[src/ppt_pkg.sv]
// Package for the parallel port block: register map, widths and pin carriers
package ppt_pkg;
   localparam int PPT_ADDR_W = 4;
   localparam logic [3:0] PPT_OFF_B_DATA = 4'h1;
   localparam logic [3:0] PPT_OFF_C_DATA = 4'h2;
   localparam logic [3:0] PPT_OFF_D_DATA = 4'h3;
   localparam logic [3:0] PPT_OFF_B_DIR = 4'h5;
   localparam logic [3:0] PPT_OFF_C_DIR = 4'h6;
   localparam logic [3:0] PPT_OFF_D_DIR = 4'h7;
   localparam logic [3:0] PPT_OFF_C_PULL = 4'h8;
   localparam logic [3:0] PPT_OFF_D_PULL = 4'h9;
   localparam logic [7:0] PPT_DIR_RESET = 8'h00;
   localparam logic [7:0] PPT_PULL_RESET = 8'h00;
   localparam logic [7:0] PPT_READ_NONE = 8'h00;
   localparam int PPT_SS_BIT = 0;
   localparam int PPT_SPI_LO = 0;
   localparam int PPT_SPI_HI = 3;
   localparam int PPT_T1_CH0_BIT = 4;
   localparam int PPT_T2_CH0_BIT = 6;
   localparam logic [1:0] PPT_ELS_GPIO = 2'b00;

   // Register bus request
   typedef struct packed {
      logic [3:0] addr;
      logic [7:0] wdata;
      logic wr;
      logic rd;
   } ppt_bus_s;

   // Three signals of one port's pins
   typedef struct packed {
      logic [7:0] out;
      logic [7:0] oe_n;
      logic [7:0] pull;
   } ppt_pin_drv_s;

   // Pin overrides from the shared peripherals of port D
   typedef struct packed {
      logic serial_periph_enable;
      logic serial_periph_master;
      logic [3:0] spi_out;
      logic [3:0] spi_oe;
      logic [1:0] first_timer_els0;
      logic [1:0] first_timer_els1;
      logic [1:0] second_timer_els0;
      logic [1:0] second_timer_els1;
      logic [3:0] timer_out;
      logic [3:0] timer_oe;
   } ppt_share_s;
endpackage

[src/ppt_ports.sv]
// Parallel ports B, C and D with direction, pullup and shared pin logic
module ppt_ports #(
   parameter int B_W = 8,
   parameter int C_W = 7,
   parameter int D_W = 8
) (
   input wire logic ref_clk,
   input wire logic nrst,
   input wire ppt_pkg::ppt_bus_s bus,
   output logic [7:0] rdata,
   input wire logic [7:0] port_b_pin_in,
   input wire logic [7:0] port_c_pin_in,
   input wire logic [7:0] port_d_pin_in,
   input wire logic converter_enable,
   input wire logic [2:0] converter_channel_select,
   output logic [7:0] analog_select,
   input wire ppt_pkg::ppt_share_s share,
   output ppt_pkg::ppt_pin_drv_s port_b_drv,
   output ppt_pkg::ppt_pin_drv_s port_c_drv,
   output ppt_pkg::ppt_pin_drv_s port_d_drv
);
   import ppt_pkg::*;

   logic [7:0] port_b_latch;
   logic [7:0] port_c_latch;
   logic [7:0] port_d_latch;
   logic [7:0] port_b_dir;
   logic [7:0] port_c_dir;
   logic [7:0] port_d_dir;
   logic [7:0] port_c_pull_en;
   logic [7:0] port_d_pull_en;
   logic [7:0] mask_b;
   logic [7:0] mask_c;
   logic [7:0] mask_d;
   logic [23:0] sync_a;
   logic [23:0] sync_b;
   logic [7:0] pin_b;
   logic [7:0] pin_c;
   logic [7:0] pin_d;
   logic [7:0] next_rdata;
   wire logic [7:0] d_own;
   wire logic [7:0] d_out;
   wire logic [7:0] d_oe;
   wire logic [7:0] d_pin_out;
   wire logic [7:0] d_pin_oe_n;
   wire logic [7:0] d_pin_pull;
   wire logic [1:0] els [4];

   assign mask_b = 8'((1 << B_W) - 1);
   assign mask_c = 8'((1 << C_W) - 1);
   assign mask_d = 8'((1 << D_W) - 1);

   ////////////////////////////////////////////////////////////////////////////
   // Data latches, no reset
   always_ff @(posedge ref_clk) begin
      if (bus.wr && bus.addr == PPT_OFF_B_DATA) begin
         port_b_latch <= bus.wdata & mask_b;
      end
      if (bus.wr && bus.addr == PPT_OFF_C_DATA) begin
         port_c_latch <= bus.wdata & mask_c;
      end
      if (bus.wr && bus.addr == PPT_OFF_D_DATA) begin
         port_d_latch <= bus.wdata & mask_d;
      end
   end

   ////////////////////////////////////////////////////////////////////////////
   // Direction and pullup registers
   always_ff @(posedge ref_clk) begin
      if (!nrst) begin
         port_b_dir <= PPT_DIR_RESET;
         port_c_dir <= PPT_DIR_RESET;
         port_d_dir <= PPT_DIR_RESET;
         port_c_pull_en <= PPT_PULL_RESET;
         port_d_pull_en <= PPT_PULL_RESET;
      end else if (bus.wr) begin
         unique case (bus.addr)
            PPT_OFF_B_DIR: port_b_dir <= bus.wdata & mask_b;
            PPT_OFF_C_DIR: port_c_dir <= bus.wdata & mask_c;
            PPT_OFF_D_DIR: port_d_dir <= bus.wdata & mask_d;
            PPT_OFF_C_PULL: port_c_pull_en <= bus.wdata & mask_c;
            PPT_OFF_D_PULL: port_d_pull_en <= bus.wdata & mask_d;
            default: ;
         endcase
      end
   end

   ////////////////////////////////////////////////////////////////////////////
   // Pin synchronizers
   always_ff @(posedge ref_clk) begin
      sync_a <= {port_d_pin_in, port_c_pin_in, port_b_pin_in};
      sync_b <= sync_a;
   end
   assign pin_b = sync_b[7:0];
   assign pin_c = sync_b[15:8];
   assign pin_d = sync_b[23:16];

   ////////////////////////////////////////////////////////////////////////////
   // Read data, one cycle after the strobe
   always_comb begin
      next_rdata = PPT_READ_NONE;
      unique case (bus.addr)
         PPT_OFF_B_DATA: next_rdata = ((port_b_dir & port_b_latch)
                                       | (~port_b_dir & pin_b)) & mask_b;
         PPT_OFF_C_DATA: next_rdata = ((port_c_dir & port_c_latch)
                                       | (~port_c_dir & pin_c)) & mask_c;
         PPT_OFF_D_DATA: next_rdata = ((port_d_dir & port_d_latch)
                                       | (~port_d_dir & pin_d)) & mask_d;
         PPT_OFF_B_DIR: next_rdata = port_b_dir;
         PPT_OFF_C_DIR: next_rdata = port_c_dir;
         PPT_OFF_D_DIR: next_rdata = port_d_dir;
         PPT_OFF_C_PULL: next_rdata = port_c_pull_en;
         PPT_OFF_D_PULL: next_rdata = port_d_pull_en;
         default: next_rdata = PPT_READ_NONE;
      endcase
   end

   always_ff @(posedge ref_clk) begin
      if (!nrst) begin
         rdata <= PPT_READ_NONE;
      end else if (bus.rd) begin
         rdata <= next_rdata;
      end else begin
         rdata <= PPT_READ_NONE;
      end
   end

   ////////////////////////////////////////////////////////////////////////////
   // Converter channel steering of port B
   always_comb begin
      analog_select = 8'h00;
      if (converter_enable) begin
         analog_select[converter_channel_select] = 1'b1;
      end
   end

   always_comb begin
      port_b_drv.out = port_b_latch;
      port_b_drv.oe_n = ~(port_b_dir & ~analog_select);
      port_b_drv.pull = 8'h00;
      port_c_drv.out = port_c_latch;
      port_c_drv.oe_n = ~port_c_dir;
      port_c_drv.pull = port_c_pull_en & ~port_c_dir;
   end

   ////////////////////////////////////////////////////////////////////////////
   // Port D pin sharing
   assign els[0] = share.first_timer_els0;
   assign els[1] = share.first_timer_els1;
   assign els[2] = share.second_timer_els0;
   assign els[3] = share.second_timer_els1;

   genvar gi;
   generate
      for (gi = 0; gi < 8; gi++) begin : g_pd
         if (gi <= PPT_SPI_HI) begin : g_spi
            // Slave select is only taken when enabled as a slave
            if (gi == PPT_SS_BIT) begin : g_ss
               assign d_own[gi] = share.serial_periph_enable
                                  && !share.serial_periph_master;
            end else begin : g_sd
               assign d_own[gi] = share.serial_periph_enable;
            end
            assign d_out[gi] = share.spi_out[gi - PPT_SPI_LO];
            assign d_oe[gi] = share.spi_oe[gi - PPT_SPI_LO];
         end else begin : g_tim
            // Channel function whenever its select field is not zero
            assign d_own[gi] = els[gi - PPT_T1_CH0_BIT] != PPT_ELS_GPIO;
            assign d_out[gi] = share.timer_out[gi - PPT_T1_CH0_BIT];
            assign d_oe[gi] = share.timer_oe[gi - PPT_T1_CH0_BIT];
         end
         assign d_pin_out[gi] = d_own[gi] ? d_out[gi] : port_d_latch[gi];
         assign d_pin_oe_n[gi] = d_own[gi] ? ~d_oe[gi] : ~port_d_dir[gi];
         assign d_pin_pull[gi] = port_d_pull_en[gi] && !port_d_dir[gi]
                                 && (!d_own[gi] || !d_oe[gi]);
      end
   endgenerate

   // Port D pin carrier
   assign port_d_drv = '{out: d_pin_out, oe_n: d_pin_oe_n, pull: d_pin_pull};
endmodule

[config.mk]
export PLATFORM = sky130hd
export DESIGN_NAME = ppt_ports
export DESIGN_NICKNAME = d
export VERILOG_FILES = /design/src/ppt_pkg.sv /design/src/ppt_ports.sv
export SDC_FILE = /design/constraint.sdc
export NUM_CORES = 1
export LEC_CHECK = 0
export BUFFER_PORTS_ARGS = -buffer_cell sky130_fd_sc_hd__buf_4
export CELL_PAD_IN_SITES_DETAIL_PLACEMENT = 1
export CELL_PAD_IN_SITES_GLOBAL_PLACEMENT = 2
export CORE_MARGIN = 3
export CORE_UTILIZATION = 32
export DETAILED_ROUTE_END_ITERATION = 6
export GPL_TIMING_DRIVEN = 0
export PLACE_DENSITY_LB_ADDON = 0.15
export SYNTH_ARGS = -nofsm -noshare
export SYNTH_HDL_FRONTEND = slang
export SYNTH_SLANG_ARGS = --single-unit
export TNS_END_PERCENT = 30
[constraint.sdc]
create_clock -name ref_clk -period 3.6 [get_ports ref_clk]
set_input_delay 0.72 -clock ref_clk [delete_from_list [all_inputs] [get_ports ref_clk]]
set_output_delay 0.72 -clock ref_clk [all_outputs]
set_load 0.03 [all_outputs]
## Word-level counts from Yosys, hierarchy flattened

Index checks and enable logic that the tools add are counted.

- Word-level logic and storage cells: 135
- Output and inout port bits: 88
- Input bits: 70
- Register bits after elaboration: 117

- $lt $le $gt $ge: 2
- Bitwise gates (word level): 32
- Eq/ne operators: 8
- Reductions and logical operators: 62
- Muxes and demuxes: 20

Operator list:

| cell | count |
|---|---|
| 8-bit one-hot mux with 8 select lines | 1 |
| 8-bit bitwise AND | 5 |
| 8-bit inverter | 4 |
| 1-bit zero test | 23 |
| 1-bit logical AND | 21 |
| 1-bit two-way mux | 17 |
| 1-bit inverter | 16 |
| 8-bit OR | 2 |
| 7-bit bitwise AND | 2 |
| 4-bit by 3-bit == test with 1-bit output (second input constant) | 3 |
| 2-bit AND reduction | 6 |
| 7-bit by 8-bit bitwise AND with 8-bit output | 1 |
| 4-bit by 2-bit == test with 1-bit output (second input constant) | 2 |
| 4-bit == test (second input constant) | 2 |
| 1-bit logical OR | 8 |
| 8-bit two-way mux | 1 |
| 7-bit inverter with 8-bit output | 1 |
| 2-bit nonzero test | 4 |
| 7-bit OR | 1 |
| 4-bit by 1-bit == test with 1-bit output (second input constant) | 1 |
| 3-bit by 4-bit less-than comparator with 1-bit output (second input constant) | 1 |
| 1-bit demux with 3-bit select | 1 |
| 3-bit by 1-bit greater-or-equal comparator with 1-bit output (second input constant) | 1 |

## Logic depth before layout (Yosys ltp)

Gate-level depths: netlist of the first run.

- Word-level depth: 8
- Gate-level depth with buffers: 6
- Depth with buffers taken out: 3

## Least setup slack after synthesis of the first run

OpenSTA, ideal clock, no wires.

- Path kind: input -> output
- From: in converter_channel_select[0]
- To: out port_b_drv[8] (netlist name)
- Data required time: 2.880 ns
- Arrival time: 2.005 ns
- Setup slack: 0.875 ns
- Stages: 3
- Buffers on the path: 0
- Cell sequence: nand2b_1 nor3_1 nand2b_1

RTL lines:

| element | RTL line | source |
|---|---|---|
| start, declared | ppt_ports.sv:15 | `input wire logic [2:0] converter_channel_select,` |
| end, declared | ppt_ports.sv:18 | `output ppt_pkg::ppt_pin_drv_s port_b_drv,` |

## Worst setup path in the final report of the first run

- From: in bus[13] (netlist name)
- To: reg port_c_latch[6], enable pin

- Word-level cells in the longest chain between the ends: 2

Ends and longest elaborated chain:

| element | RTL line | source |
|---|---|---|
| start, declared | ppt_ports.sv:9 | `input wire ppt_pkg::ppt_bus_s bus,` |
| 4-bit by 2-bit == test with 1-bit output | ppt_ports.sv:59 | `if (bus.wr && bus.addr == PPT_OFF_C_DATA) begin` |
| 1-bit logical AND | ppt_ports.sv:59 |  |
| end signal, assigned | ppt_ports.sv:60 | `port_c_latch <= bus.wdata & mask_c;` |
| end, declared | ppt_ports.sv:25 | `logic [7:0] port_c_latch;` |

Every way passes these cells.
A chain may end at the register's enable or synchronous reset.

==> results of run 1 <==
==> layout make-up <==
| type | instances | area share, % |
|---|---|---|
| inverter | 12 | 0.6856 |
| multi-input combinational | 285 | 28.34 |
| tap | 180 | 3.428 |
| clock buffer | 19 | 7.065 |
| buffer | 40 | 3.485 |
| clock inverter | 13 | 2.000 |
| timing repair buffer | 144 | 16.45 |
| sequential | 115 | 38.55 |
==> stage by stage <==
stage	hold slack, ns	util [%]
6_report	0.3256	46.79
5_1_grt	0.3291	46.79
4_1_cts	0.3276	46.79
3_5_place_dp	0.3143	42.55
3_3_place_gp	0.3122	42.55
2_1_floorplan	0.3096	-
==> cell families after synthesis <==
| group | after synthesis | synth area share (%) |
|---|---|---|
| AOI/OAI and AO/OA | 130 | 16.50 |
| buffers and inverters | 52 | 5.912 |
| DFF | 115 | 54.64 |
| muxes | 45 | 9.935 |
| other | 2 | 0.1620 |
| and+or+nand+nor | 99 | 12.85 |
==> cells in the final DEF (no fill, tap or decap), types with 3 or more instances in the layout <==
cell type   netlist  final
mux2i_1          37     37
nor2_1           13     13
inv_1            12     12
conb_1            2     11
buf_4            15    159
nand2b_1         10     10
clkinvlp_4        0      5
clkbuf_16         0     18
o22ai_1          14     14
a21oi_1          41     41
a211oi_1          3      3
o2bb2ai_1         7      7
nand2_1           5      5
edfxtp_1         23     23
nor2b_1           9      9
clkbuf_1         12     12
and3b_1           5      5
nand3_1          38     38
o21ai_0          49     49
mux2_2            8      8
dfxtp_1          92     92
a21boi_0          5      5
clkinv_2          0      5
o31a_1            7      7
buf_2            11     11
nand4bb_1         4      4
nand3b_1          4      4
==> sequential cells by signal, summed over array words and instances, names as in the netlist <==
register        flops
sync_a             23
sync_b             23
port_b_dir          8
port_b_latch        8
port_d_dir          8
port_d_latch        8
port_d_pull_en      8
rdata               8
port_c_dir          7
port_c_latch        7
port_c_pull_en      7
==> routing by layer <==
metal / routed length [um] / up-vias / part of all wire, %
met4: 257 / 0 / 1.6
met1: 6851 / 2037 / 43
met3: 735 / 18 / 4.6
met2: 8104 / 117 / 51
li1: - / 1939 / -
met5: 0 / - / 0
==> where the power goes <==
group	total [mW]	switching (mW)	internal, mW
Combinational	0.312	0.184	0.128
Sequential	1.37	0.0166	1.35
Clock	1.68	0.604	1.07
==> worst max-delay path by stage <==
stage | from | end | slack (ns)
2_1_floorplan | converter_channel_select[0] | port_b_drv[8] | 0.88
3_3_place_gp | bus[13] | port_c_latch[4]$_DFFE_PP_ | 0.61
3_5_place_dp | bus[13] | port_c_latch[6]$_DFFE_PP_ | 0.62
4_1_cts | bus[13] | port_c_latch[0]$_DFFE_PP_ | 1.05
5_1_grt | bus[13] | port_c_latch[6]$_DFFE_PP_ | 0.93
6_report | bus[13] | port_c_latch[6]$_DFFE_PP_ | 1.05
==> critical path: cells and delay by family <==
family                 cells  cell delay (ns)
buffers and inverters      2             0.47
AND/OR/NAND/NOR            2             1.37
==> results list, run 1 <==
- Unrepaired setup endpoints after global routing: false
* Most area-hungry cell type in the Yosys netlist: dfxtp_1
- Die width: 126.3 um
* Synth top area share: 39.74%
* Highest clock frequency the design can meet: 392.6 MHz
* Input/output buffers: 144
- Global routing used 19.78% of the available tracks across all layers.
- Multi-input logic area: 1862 um^2
* Arrival time of the worst setup path: 2.58 ns
* Area taken by flip-flops and latches: 2532 um^2
- STA puts the critical path data required time at 3.63 ns.
* Buffers inserted by post-CTS timing repair: 0
- Series of cell instances along the critical path: buf_4, or4b_1, clkbuf_1, nor2_1
* Cells after synthesis: 443
- In this run, distinct cell masters in the synthesized netlist total 39.
- Fraction of layout cells with a size suffix above 1: 34.39%
* Die ar.: 15960 um^2
- Clock latency of the later-clocked register in the worst-skew pair: 0.41 ns
- Worst Hold Endpoint: sync_b[19]$_DFF_P_
- The synthesized design contains 23 enable-type register cells.
* Startpoint of the lowest-slack register-to-register path: port_b_dir[4]$_SDFFE_PN0P_
- In this run the remaining antenna-violating nets after routing total 0.
- Non-filler cells in the finished layout: 808
* Final WL: 15.95 mm
- The startpoint identified for the worst hold timing path is sync_a[19]$_DFF_P_.
- After clock tree synthesis, the clock-pin slew on the worst setup and hold paths is 0.05 ns.
* Dominant cell by count in the synthesized netlist: dfxtp_1
- Number of stages on the worst hold path: 0
- Worst R2R End: rdata[4]$_SDFF_PN0_
- Async set or reset register ratio after synthesis: 0%
- Maximum level of the CTS H-tree: 4
- The path class of the tightest hold or removal check is reg -> reg.
* Slowest stage cell, crit path: nor2_1
- The worst setup path is launched from a primary input.
- Core Area: 14040 um^2
* DRC viols: 0
* YS warnings: 0
- Synthesis-to-finish area growth: 41.77%
- Number of global-route vias before repair: 4426
- The floorplan has 43 rows.
- Before CTS, the worst setup slack after placement is 0.6177 ns.
* Actual transition at the worst max-transition pin: 1.241 ns
* Worst Setup Path Type: in -> reg
- Global routing finished with a remaining overflow of 0.
* Average wire length per cell after detail routing: 19.74 um
- Worst slew margin: 16.95%
- Cell total after placement: 776
- Hold buffer count at CTS: 0
* Worst IR Drop VDD: 0.4289 mV
- Dominant register cell in the synthesized netlist: dfxtp_1
* Status: completed
* DRC marker count from the first detailed-route iteration: 270
- For this run, the register share of the synthesized area comes to 54.64%.
- TritonCTS clock tree: built
- Met2 GRT Util: 33.94%
* Worst reg2reg setup slack: 2.28 ns
* Post-route minimum period: 2.547 ns
* Final setup skew: 0.006552 ns
- Final cycle utilization of the critical path: 70.75%
* Initial antenna violation count: 0
* Max clock buf depth: 2
- Worst Reg2Reg Path Length in Cells: 3
- Summed over all cells, the static leakage comes to 2.595 nW.
* Summed instance area of the synthesized netlist: 4634 um^2
- Sum of negative setup slack: 0 ns
* Number of maximum-capacitance constraint violations: 0
- Maximum fanout along the worst path: 8
- Initial Utilization: 33.00%
- In this run the power density over the cells is 511.0 nW/um^2.
- With fillers left out, the area of the finished cells amounts to 6570 um^2.
- The number of antenna diodes in the final layout is 0.
- The worst setup path is captured at a flop.
- Ranked by instance count, the synthesized netlist is headed by 92 x dfxtp_1, 49 x o21ai_0, 41 x a21oi_1, 38 x nand3_1, 37 x mux2i_1.
* Vertical die dimension: 126.3 um
- Detail-routed via count per cell: 5.088
- Sorting the synthesized cells by area gives the leading types as dfxtp_1 40%, edfxtp_1 15%, mux2i_1 8.0%, o21ai_0 5.3%, a21oi_1 4.4%.
- For this run, the post-layout net count is 685.
- Setup slack after layout: 1.053 ns
* RePlAce Congestion: 0.8526
* Wire length of the first global-routing pass: 24.29 mm
- Post-CTS repair changed the size of 0 cells.
- Boundary pin count: 158
- The total count of max-transition violations in the final report is 0.
* Total number of vias: 4111
- CTS sink cnt: 115
- After synthesis the netlist holds a flip-flop and latch count of 115.
- Detailed Place HPWL: 11.58 mm
- met2 is the most crowded layer.
- Average instance area after synthesis: 10.46 um^2
- Global routing met3 resource utilization: 4.505%
- For this run, the slowest stage of the critical path takes 0.88 ns.
- Root buffer selected by CTS: clkbuf_16
- Number of endpoints failing setup at the final stage: 0
- The number of failing hold endpoints at the final stage was 0.
* Number of inserted filler cells in the final layout: 1555
- Total power: 3.358 mW
* Total iterations of the first detailed-routing run: 4
- Post-DP Area: 5974 um^2
* Number of buffers created by CTS: 17
- Global routing consumed, on the met1 layer, 24.41% of the routing resources.
* Maximum number of pins on one net before global-route repair: 17
No activity file was read; power rests on OpenSTA's default activity.
==> run 2: changes to the inputs <==
--- a/config.mk
+++ b/config.mk
@@ -9,7 +9,7 @@
 export CELL_PAD_IN_SITES_DETAIL_PLACEMENT = 1
 export CELL_PAD_IN_SITES_GLOBAL_PLACEMENT = 2
 export CORE_MARGIN = 3
-export CORE_UTILIZATION = 32
+export CORE_UTILIZATION = 30
 export DETAILED_ROUTE_END_ITERATION = 6
 export GPL_TIMING_DRIVEN = 0
 export PLACE_DENSITY_LB_ADDON = 0.15
==> constraint.sdc (replaced) <==
create_clock -name ref_clk -period 2.6 [get_ports ref_clk]
set_input_delay 0.52 -clock ref_clk [delete_from_list [all_inputs] [get_ports ref_clk]]
set_output_delay 0.52 -clock ref_clk [all_outputs]
set_load 0.03 [all_outputs]
==> run 2 against run 1 <==
  * Count of clock-buffer cells in the layout stayed put
  * Register-to-register slack worse by 0.99 ns
  * Critical endpoint is now port_c_latch[0]$_DFFE_PP_
  * Sequential cell count is the same
  * Die area increased by 6.3%
  * Worst setup slack worse by 0.86 ns
  * Via count is 0.29% lower
  * Power rose by 43%
  * Sequential share of layout area is 0.20 points lower
  * Routed wire length up 1.4%
  * Hold slack worse by 0.12 ns
  * Clock power rose by 47%
  * Cell count up 0.50%
==> results list, run 2 (same netlist as run 1, synthesis figures left out) <==
- Maximum single-stage delay on the critical path: 0.91 ns (+0.03 ns)
- The run finished with clean final reports.
- Final worst hold slack: 0.2057 ns (-0.1198 ns)
- Commonest non-fill, non-tap cell in the layout: buf_4
* Core Area: 14810 um^2 (+5.5%)
- Number of core rows: 44 (+2.3%)
* Most frequent cells in the layout: 159 x buf_4, 92 x dfxtp_1, 49 x o21ai_0
* Internal power: 3.676 mW (+44%)
- Die ar.: 16980 um^2 (+6.3%)
* Unrepaired setup endpoints after global routing: false
* Reg power frac: 39.6% (-1.2 points)
- The iteration count of the initial detailed-routing pass is 4 (unchanged).
- The area of all placed cells without fillers was 6605 um^2 (+0.53%).
* Die width: 130.3 um (+3.1%)
- Number of global-route vias before repair: 4222 (-4.6%)
* Fraction of power consumed by the clock network: 51.4% (+1.5 points)
- Congestion Overflow GR: 0 (unchanged)
- Maximum level of the CTS H-tree: 4 (unchanged)
- Highest clock frequency the design can meet: 415.9 MHz
- The wire length of the first global-routing pass was 23.76 mm (-2.2%).
- Number of endpoints failing setup at the final stage: 0 (unchanged)
- The post-layout worst setup margin came to 0.1957 ns (-0.8572 ns).
- The number of failing hold endpoints at the final stage was 0 (unchanged).
- The final design utilization was 44.60% (-2.2 points).
* Slowest stage cell, crit path: nor2_1
* Arrival time of the worst setup path: 2.43 ns (-0.15 ns)
* Lkg Pwr: 2.608 nW (+0.51%)
- Number of maximum-capacitance constraint violations: 0 (unchanged)
- The post-placement setup slack was -0.2370 ns (-0.8547 ns).
- In the final layout, the registers with the most flip-flops are sync_a: 23 flops, sync_b: 23 flops.
* Antenna Nets Post-Route: 0 (unchanged)
* RePlAce Congestion: 0.8320 (-2.4%)
- Initial antenna violation count: 0 (unchanged)
- Detail-routed via count per cell: 5.048 (-0.78%)
- Worst slew margin: 20.98% (+4.0 points)
- The HPWL after detailed placement came to 11.66 mm (+0.70%).
- TritonCTS clock tree: built
- Final cycle utilization of the critical path: 92.47%
- CTS sink cnt: 115 (unchanged)
* DRC viols: 0 (unchanged)
* Critical path data required time: 2.63 ns (-1.00 ns)
- The fraction of final layout cells sized beyond drive strength 1 was 34.24% (-0.16 points).
- The buffers inserted during post-CTS setup optimization was 0 (unchanged).
- Maximum fanout along the worst path: 8 (unchanged)
- Pwr/cell area: 725.9 nW/um^2 (+42%)
- Total number of vias: 4099 (-0.29%)
- The net total in the final layout was 685 (unchanged).
- Root buffer selected by CTS: clkbuf_16
- The overall die height came to 130.3 um (+3.1%).
* Worst-path clk slew: 0.06 ns (about the same)
- Worst setup path startpoint: bus[13]
* Proportion of power drawn by combinational gates: 9.0% (-0.3 points)
- Switching power share of the total: 23.33% (-0.65 points)
- Worst reg2reg setup slack: 1.29 ns (-0.99 ns)
- Actual transition at the worst max-transition pin: 1.181 ns (-0.06019 ns)
* Net Sw Power: 1.119 mW (+39%)
- Capture point of the critical path: port_c_latch[0]$_DFFE_PP_
- The antenna diode count is 0 (unchanged).
- Input/output buffers: 144 (unchanged)
* Worst R2R End: rdata[4]$_SDFF_PN0_
- Post-DP Area: 5979 um^2 (about the same)
- DRC marker count from the first detailed-route iteration: 215 (-20%)
* Max clock buf depth: 2 (unchanged)
- Worst Setup Path Type: in -> reg
- STA classifies the critical path endpoint as a flop.
- Final setup skew: 0.004881 ns (-0.001671 ns)
- Startpoint of the lowest-slack register-to-register path: port_b_dir[4]$_SDFFE_PN0P_
* Initial Utilization: 31.29% (-1.7 points)
- The number of hold buffers added after CTS was 0 (unchanged).
- Average wire length per cell after detail routing: 19.91 um (+0.88%)
- Worst Reg2Reg Path Length in Cells: 3 (unchanged)
- The worst path needs 2.404 ns of the cycle, external delays included.
- Overall global routing resource usage: 18.93% (-0.85 points)
* Worst IR Drop VDD: 0.4070 mV (-5.1%)
- Traced cell by cell, the critical path runs through buf_4, or4b_1, clkbuf_1, nor2_1.
* CP startpoint kind: primary input
* Maximum number of pins on one net before global-route repair: 17 (unchanged)
* Final WL: 16.17 mm (+1.4%)
- The insertion delay to the later sink of the worst-skew pair was 0.41 ns (about the same).
- Tightest Hold Check Type: in -> reg
- Boundary pin count: 158 (unchanged)
- The total count of max-transition violations in the final report is 0 (unchanged).
- Post-cts repair resize count: 0 (unchanged)
- Synthesis-to-finish area growth: 42.52%
- The number of buffers created by CTS came to 17 (unchanged).
==> run 2: layout make-up <==
class	count	area (um^2)
buffer	40	229.0
clock buffer	19	442.9
clock inverter	13	182.7
fill	1671	8204
inverter	12	45.04
multi-input combinational	285	1862
sequential	115	2532
tap	184	230.2
timing repair buffer	144	1081
==> run 2: how the worst min path moves through the flow <==
stage	from	depth (start not counted)	endpoint
3_3_place_gp	sync_a[20]$_DFF_P_	0	sync_b[20]$_DFF_P_
2_1_floorplan	sync_a[0]$_DFF_P_	0	sync_b[0]$_DFF_P_
5_1_grt	port_d_pin_in[2]	1	sync_a[18]$_DFF_P_
3_5_place_dp	sync_a[20]$_DFF_P_	0	sync_b[20]$_DFF_P_
6_report	port_d_pin_in[2]	1	sync_a[18]$_DFF_P_
4_1_cts	port_d_pin_in[1]	1	sync_a[17]$_DFF_P_
==> run 2: worst max-delay path: cells and delay by family <==
kind	cells	cell delay (ns)
buffers and inverters	2	0.50
and+or+nand+nor	2	1.41
==> run 2: metrics by stage <==
stage	total power, mW	instances	TNS, ns
after floorplan	2.156	452	0
after global placement	2.357	780	-2.315
after detailed placement	2.366	780	-2.401
after CTS	4.832	812	0
after global routing	4.946	812	0
final	4.795	812	0
==> run 2: per-layer routing <==
| layer | wire length (um) | part of all wire [%] | track usage [%] |
|---|---|---|---|
| met1 | 6818 | 42 | 23.53 |
| met3 | 964 | 6.0 | 4.625 |
| met4 | 217 | 1.3 | 6.907 |
| met2 | 8167 | 51 | 31.86 |
| met5 | 0 | 0 | 0 |
==> run 2: power by group through the flow <==
| stage | clock network [mW] | registers (mW) | logic, mW |
|---|---|---|---|
| detailed placement | 0 | 1.93 | 0.431 |
| global placement | 0 | 1.93 | 0.424 |
| global route | 2.58 | 1.90 | 0.463 |
| floorplan | 0 | 1.94 | 0.219 |
| CTS | 2.50 | 1.90 | 0.435 |
| finish | 2.47 | 1.90 | 0.432 |
==> run 3: changes to the inputs <==
--- a/config.mk
+++ b/config.mk
@@ -9,10 +9,11 @@
 export CELL_PAD_IN_SITES_DETAIL_PLACEMENT = 1
 export CELL_PAD_IN_SITES_GLOBAL_PLACEMENT = 2
 export CORE_MARGIN = 3
-export CORE_UTILIZATION = 30
+export CORE_UTILIZATION = 31
+export CTS_BUF_LIST = sky130_fd_sc_hd__clkbuf_8
 export DETAILED_ROUTE_END_ITERATION = 6
-export GPL_TIMING_DRIVEN = 0
 export PLACE_DENSITY_LB_ADDON = 0.15
+export SKIP_CTS_REPAIR_TIMING = 1
 export SYNTH_ARGS = -nofsm -noshare
 export SYNTH_HDL_FRONTEND = slang
 export SYNTH_SLANG_ARGS = --single-unit
==> run 3 against run 2 <==
  * Worst setup slack gained 0.39 ns
  * Routed wire length decreased by 7.0%
  * Global-route usage is 0.30 points lower
  * Die area decreased by 3.1%
  * Critical path depth is the same
  * Count of clock-buffer cells in the layout is the same
  * Clock power is 27% lower
  * Hold slack lost 0.042 ns
  * Non-clock buffer count down 28
  * Clock skew is 0.0080 ns higher
  * Core utilization fell by 1.6 points
==> results list, run 3 (same netlist as run 1, synthesis figures left out) <==
- Leaving out fill and tap cells, the most frequent cell in the layout is buf_4.
* Worst Setup Path Type: in -> out
- The routed via count is 3958 (-3.4%).
* GRT busiest layer: met2
- Non-filler cells in the finished layout: 784 (-3.4%)
- Maximum level of the CTS H-tree: 4 (unchanged)
- The wire length of the first global-routing pass was 22.94 mm (-3.5%).
- Critical path endpoint category: output pin
- Clock latency of the later-clocked register in the worst-skew pair: 0.46 ns (+0.05 ns)
- Worst-path clk slew: 0.08 ns (+0.02 ns)
- Arrival time of the worst setup path: 1.49 ns (-0.94 ns)
- The width of the die was 128.3 um (-1.6%).
- Maximum single-stage delay on the critical path: 0.37 ns (-0.54 ns)
* Layout net count: 657 (-4.1%)
- DRC viols: 0 (unchanged)
- The tree is rooted in a clkbuf_8.
- The area of the die is 16450 um^2 (-3.1%).
* Fin. Hold Viols: 0 (unchanged)
* Post-Place Worst Slack: 0.3753 ns (+0.6123 ns)
* Critical path data required time: 2.08 ns (-0.55 ns)
- The slew of the pin with the lowest slew margin is 1.077 ns (-0.1035 ns).
- By instance count, the cell type seen most on the critical path is buf_4.
* Max clock buf depth: 2 (unchanged)
- The tightest min-delay check is of the in -> reg type.
* Vertical die dimension: 128.3 um (-1.6%)
* Series of cell instances along the critical path: buf_4, nor2b_1, mux2_2, buf_4
- TritonCTS built the clock tree.
- Unrepaired setup endpoints after global routing: false
* Met1 track demand over resource in global routing: 22.40% (-1.1 points)
* Number of global-route vias before repair: 4246 (+0.57%)
- Status: completed
- Slowest stage cell, crit path: mux2_2
* Lkg Pwr: 2.444 nW (-6.3%)
- The met3 track demand over resource is 5.417% (+0.79 points).
* Final setup skew: 0.01291 ns (+0.008029 ns)
- The mean number of vias per cell was 5.048 (about the same).
- Final WL: 15.03 mm (-7.0%)
- The antenna diode count was 0 (unchanged).
- Fraction of layout cells with a size suffix above 1: 33.33% (-0.90 points)
- The total count of max-transition violations in the final report was 0 (unchanged).
- The total area of multi-input combinational cells is 1862 um^2 (unchanged).
- The total of endpoints with negative setup slack in the final report was 0 (unchanged).
- The met2 layer usage reported by global route came to 31.05% (-0.82 points).
* Overall global routing resource usage: 18.63% (-0.30 points)
* Final cell utilization of the core: 43.01% (-1.6 points)
- The number of buffers created by CTS is 17 (unchanged).
- CTS sink cnt: 115 (unchanged)
* Cell total after placement: 752 (-3.6%)
- The effective utilization at floorplan is 31.77% (+0.47 points).
* Top delay family on crit path: multiplexers
* CP startpoint kind: primary input
- Core Area: 14590 um^2 (-1.5%)
* Maximum fanout along the worst path: 10 (+2)
- The area growth from synthesis to layout is 35.39%.
- Number of core rows: 44 (unchanged)
- The tightest slew margin relative to the limit is 28.02% (+7.0 points).
- The HPWL after detailed placement is 10.71 mm (-8.2%).
- The portion of the clock cycle consumed by the worst path in the final layout is 77.46% (-15 points).
* Number of maximum-capacitance constraint violations: 0 (unchanged)
- Congestion Overflow GR: 0 (unchanged)
* Total iterations of the first detailed-routing run: 4 (unchanged)
- The number of fill cells came to 1649 (-1.3%).
- Most frequent cells in the layout: 156 x buf_4, 92 x dfxtp_1, 49 x o21ai_0
* Setup slack after layout: 0.5859 ns (+0.3902 ns)
- The final weighted congestion in routability-driven placement was 0.7953 (-4.4%).
* Boundary pin count: 158 (unchanged)
- Average wire length per cell after detail routing: 19.17 um (-3.7%)
- Highest clock frequency the design can meet: 496.5 MHz (+19%)
- The pin count of the biggest net entering global routing is 39 (+22).
* Largest registers: sync_a: 23 flops, sync_b: 23 flops
* Number of buffers and inverters on the critical path: 2 (unchanged)
- The number of buffer cells added on primary ports came to 145 (+0.69%).
* Pwr/cell area: 654.4 nW/um^2 (-9.8%)
- The number of DRC markers after the initial detailed-route iteration was 279 (+30%).
* Sum of negative setup slack: 0 ns (unchanged)
- Post-route minimum period: 2.014 ns (-0.3902 ns)
* Antenna Nets Post-Route: 0 (unchanged)
- The area used by sequential logic in the layout came to 2532 um^2 (unchanged).
- The peak supply drop was 0.3452 mV (-15%).
* Initial antenna violation count: 0 (unchanged)
run 3: changes by cell type in the layout (fill, tap and decap cells not counted):
| cell | before | now |
|---|---|---|
| buf_2 | 11 | 0 |
| buf_4 | 159 | 156 |
| buf_6 | 1 | 0 |
| bufinv_16 | 4 | 3 |
| clkbuf_1 | 13 | 0 |
| clkbuf_16 | 17 | 0 |
| clkbuf_2 | 1 | 0 |
| clkbuf_8 | 1 | 19 |
| clkinv_2 | 3 | 1 |
| clkinv_4 | 1 | 5 |
| clkinvlp_4 | 4 | 1 |
| inv_6 | 1 | 3 |
run 3: final timing paths:
check | endpoint | cells after the start | slack (ns) | start
max | port_d_drv[16] | 4 | 0.59 | share[25]
min | sync_a[22]$_DFF_P_ | 1 | 0.16 | port_d_pin_in[6]
max reg2reg | rdata[3]$_SDFF_PN0_ | 3 | 1.25 | port_c_dir[3]$_SDFFE_PN0P_
min reg2reg | sync_b[23]$_DFF_P_ | 0 | 0.32 | sync_a[23]$_DFF_P_
run 3: metrics by stage:
step | area (um^2) | total power [mW] | hold slack, ns
floorplan | 4668 | 2.156 | 0.3096
global placement | 5841 | 2.335 | 0.3113
detailed placement | 5841 | 2.341 | 0.3132
CTS | 6275 | 4.156 | 0.1363
global route | 6275 | 4.268 | 0.1272
finish | 6275 | 4.107 | 0.1634
run 3: layer usage:
metal / vias to the layer above / part of all wire (%)
li1: 1878 / -
met1: 1944 / 43
met2: 115 / 50
met3: 21 / 5.0
met4: 0 / 1.9
met5: - / 0
run 3: layout make-up:
cell class	count	share of cell area (%)
Inverter	12	0.7178
Sequential cell	115	40.36
Tap cell	184	3.669
Timing Repair Buffer	156	18.66
Clock buffer	19	4.167
Multi-Input combinational cell	285	29.67
Clock inverter	13	2.752
run 3: report_power, final:
part / internal, mW / switching [mW]
sequential: 1.87 / 0.0222
combinational: 0.160 / 0.245
clock: 1.01 / 0.796
total: 3.04 / 1.06
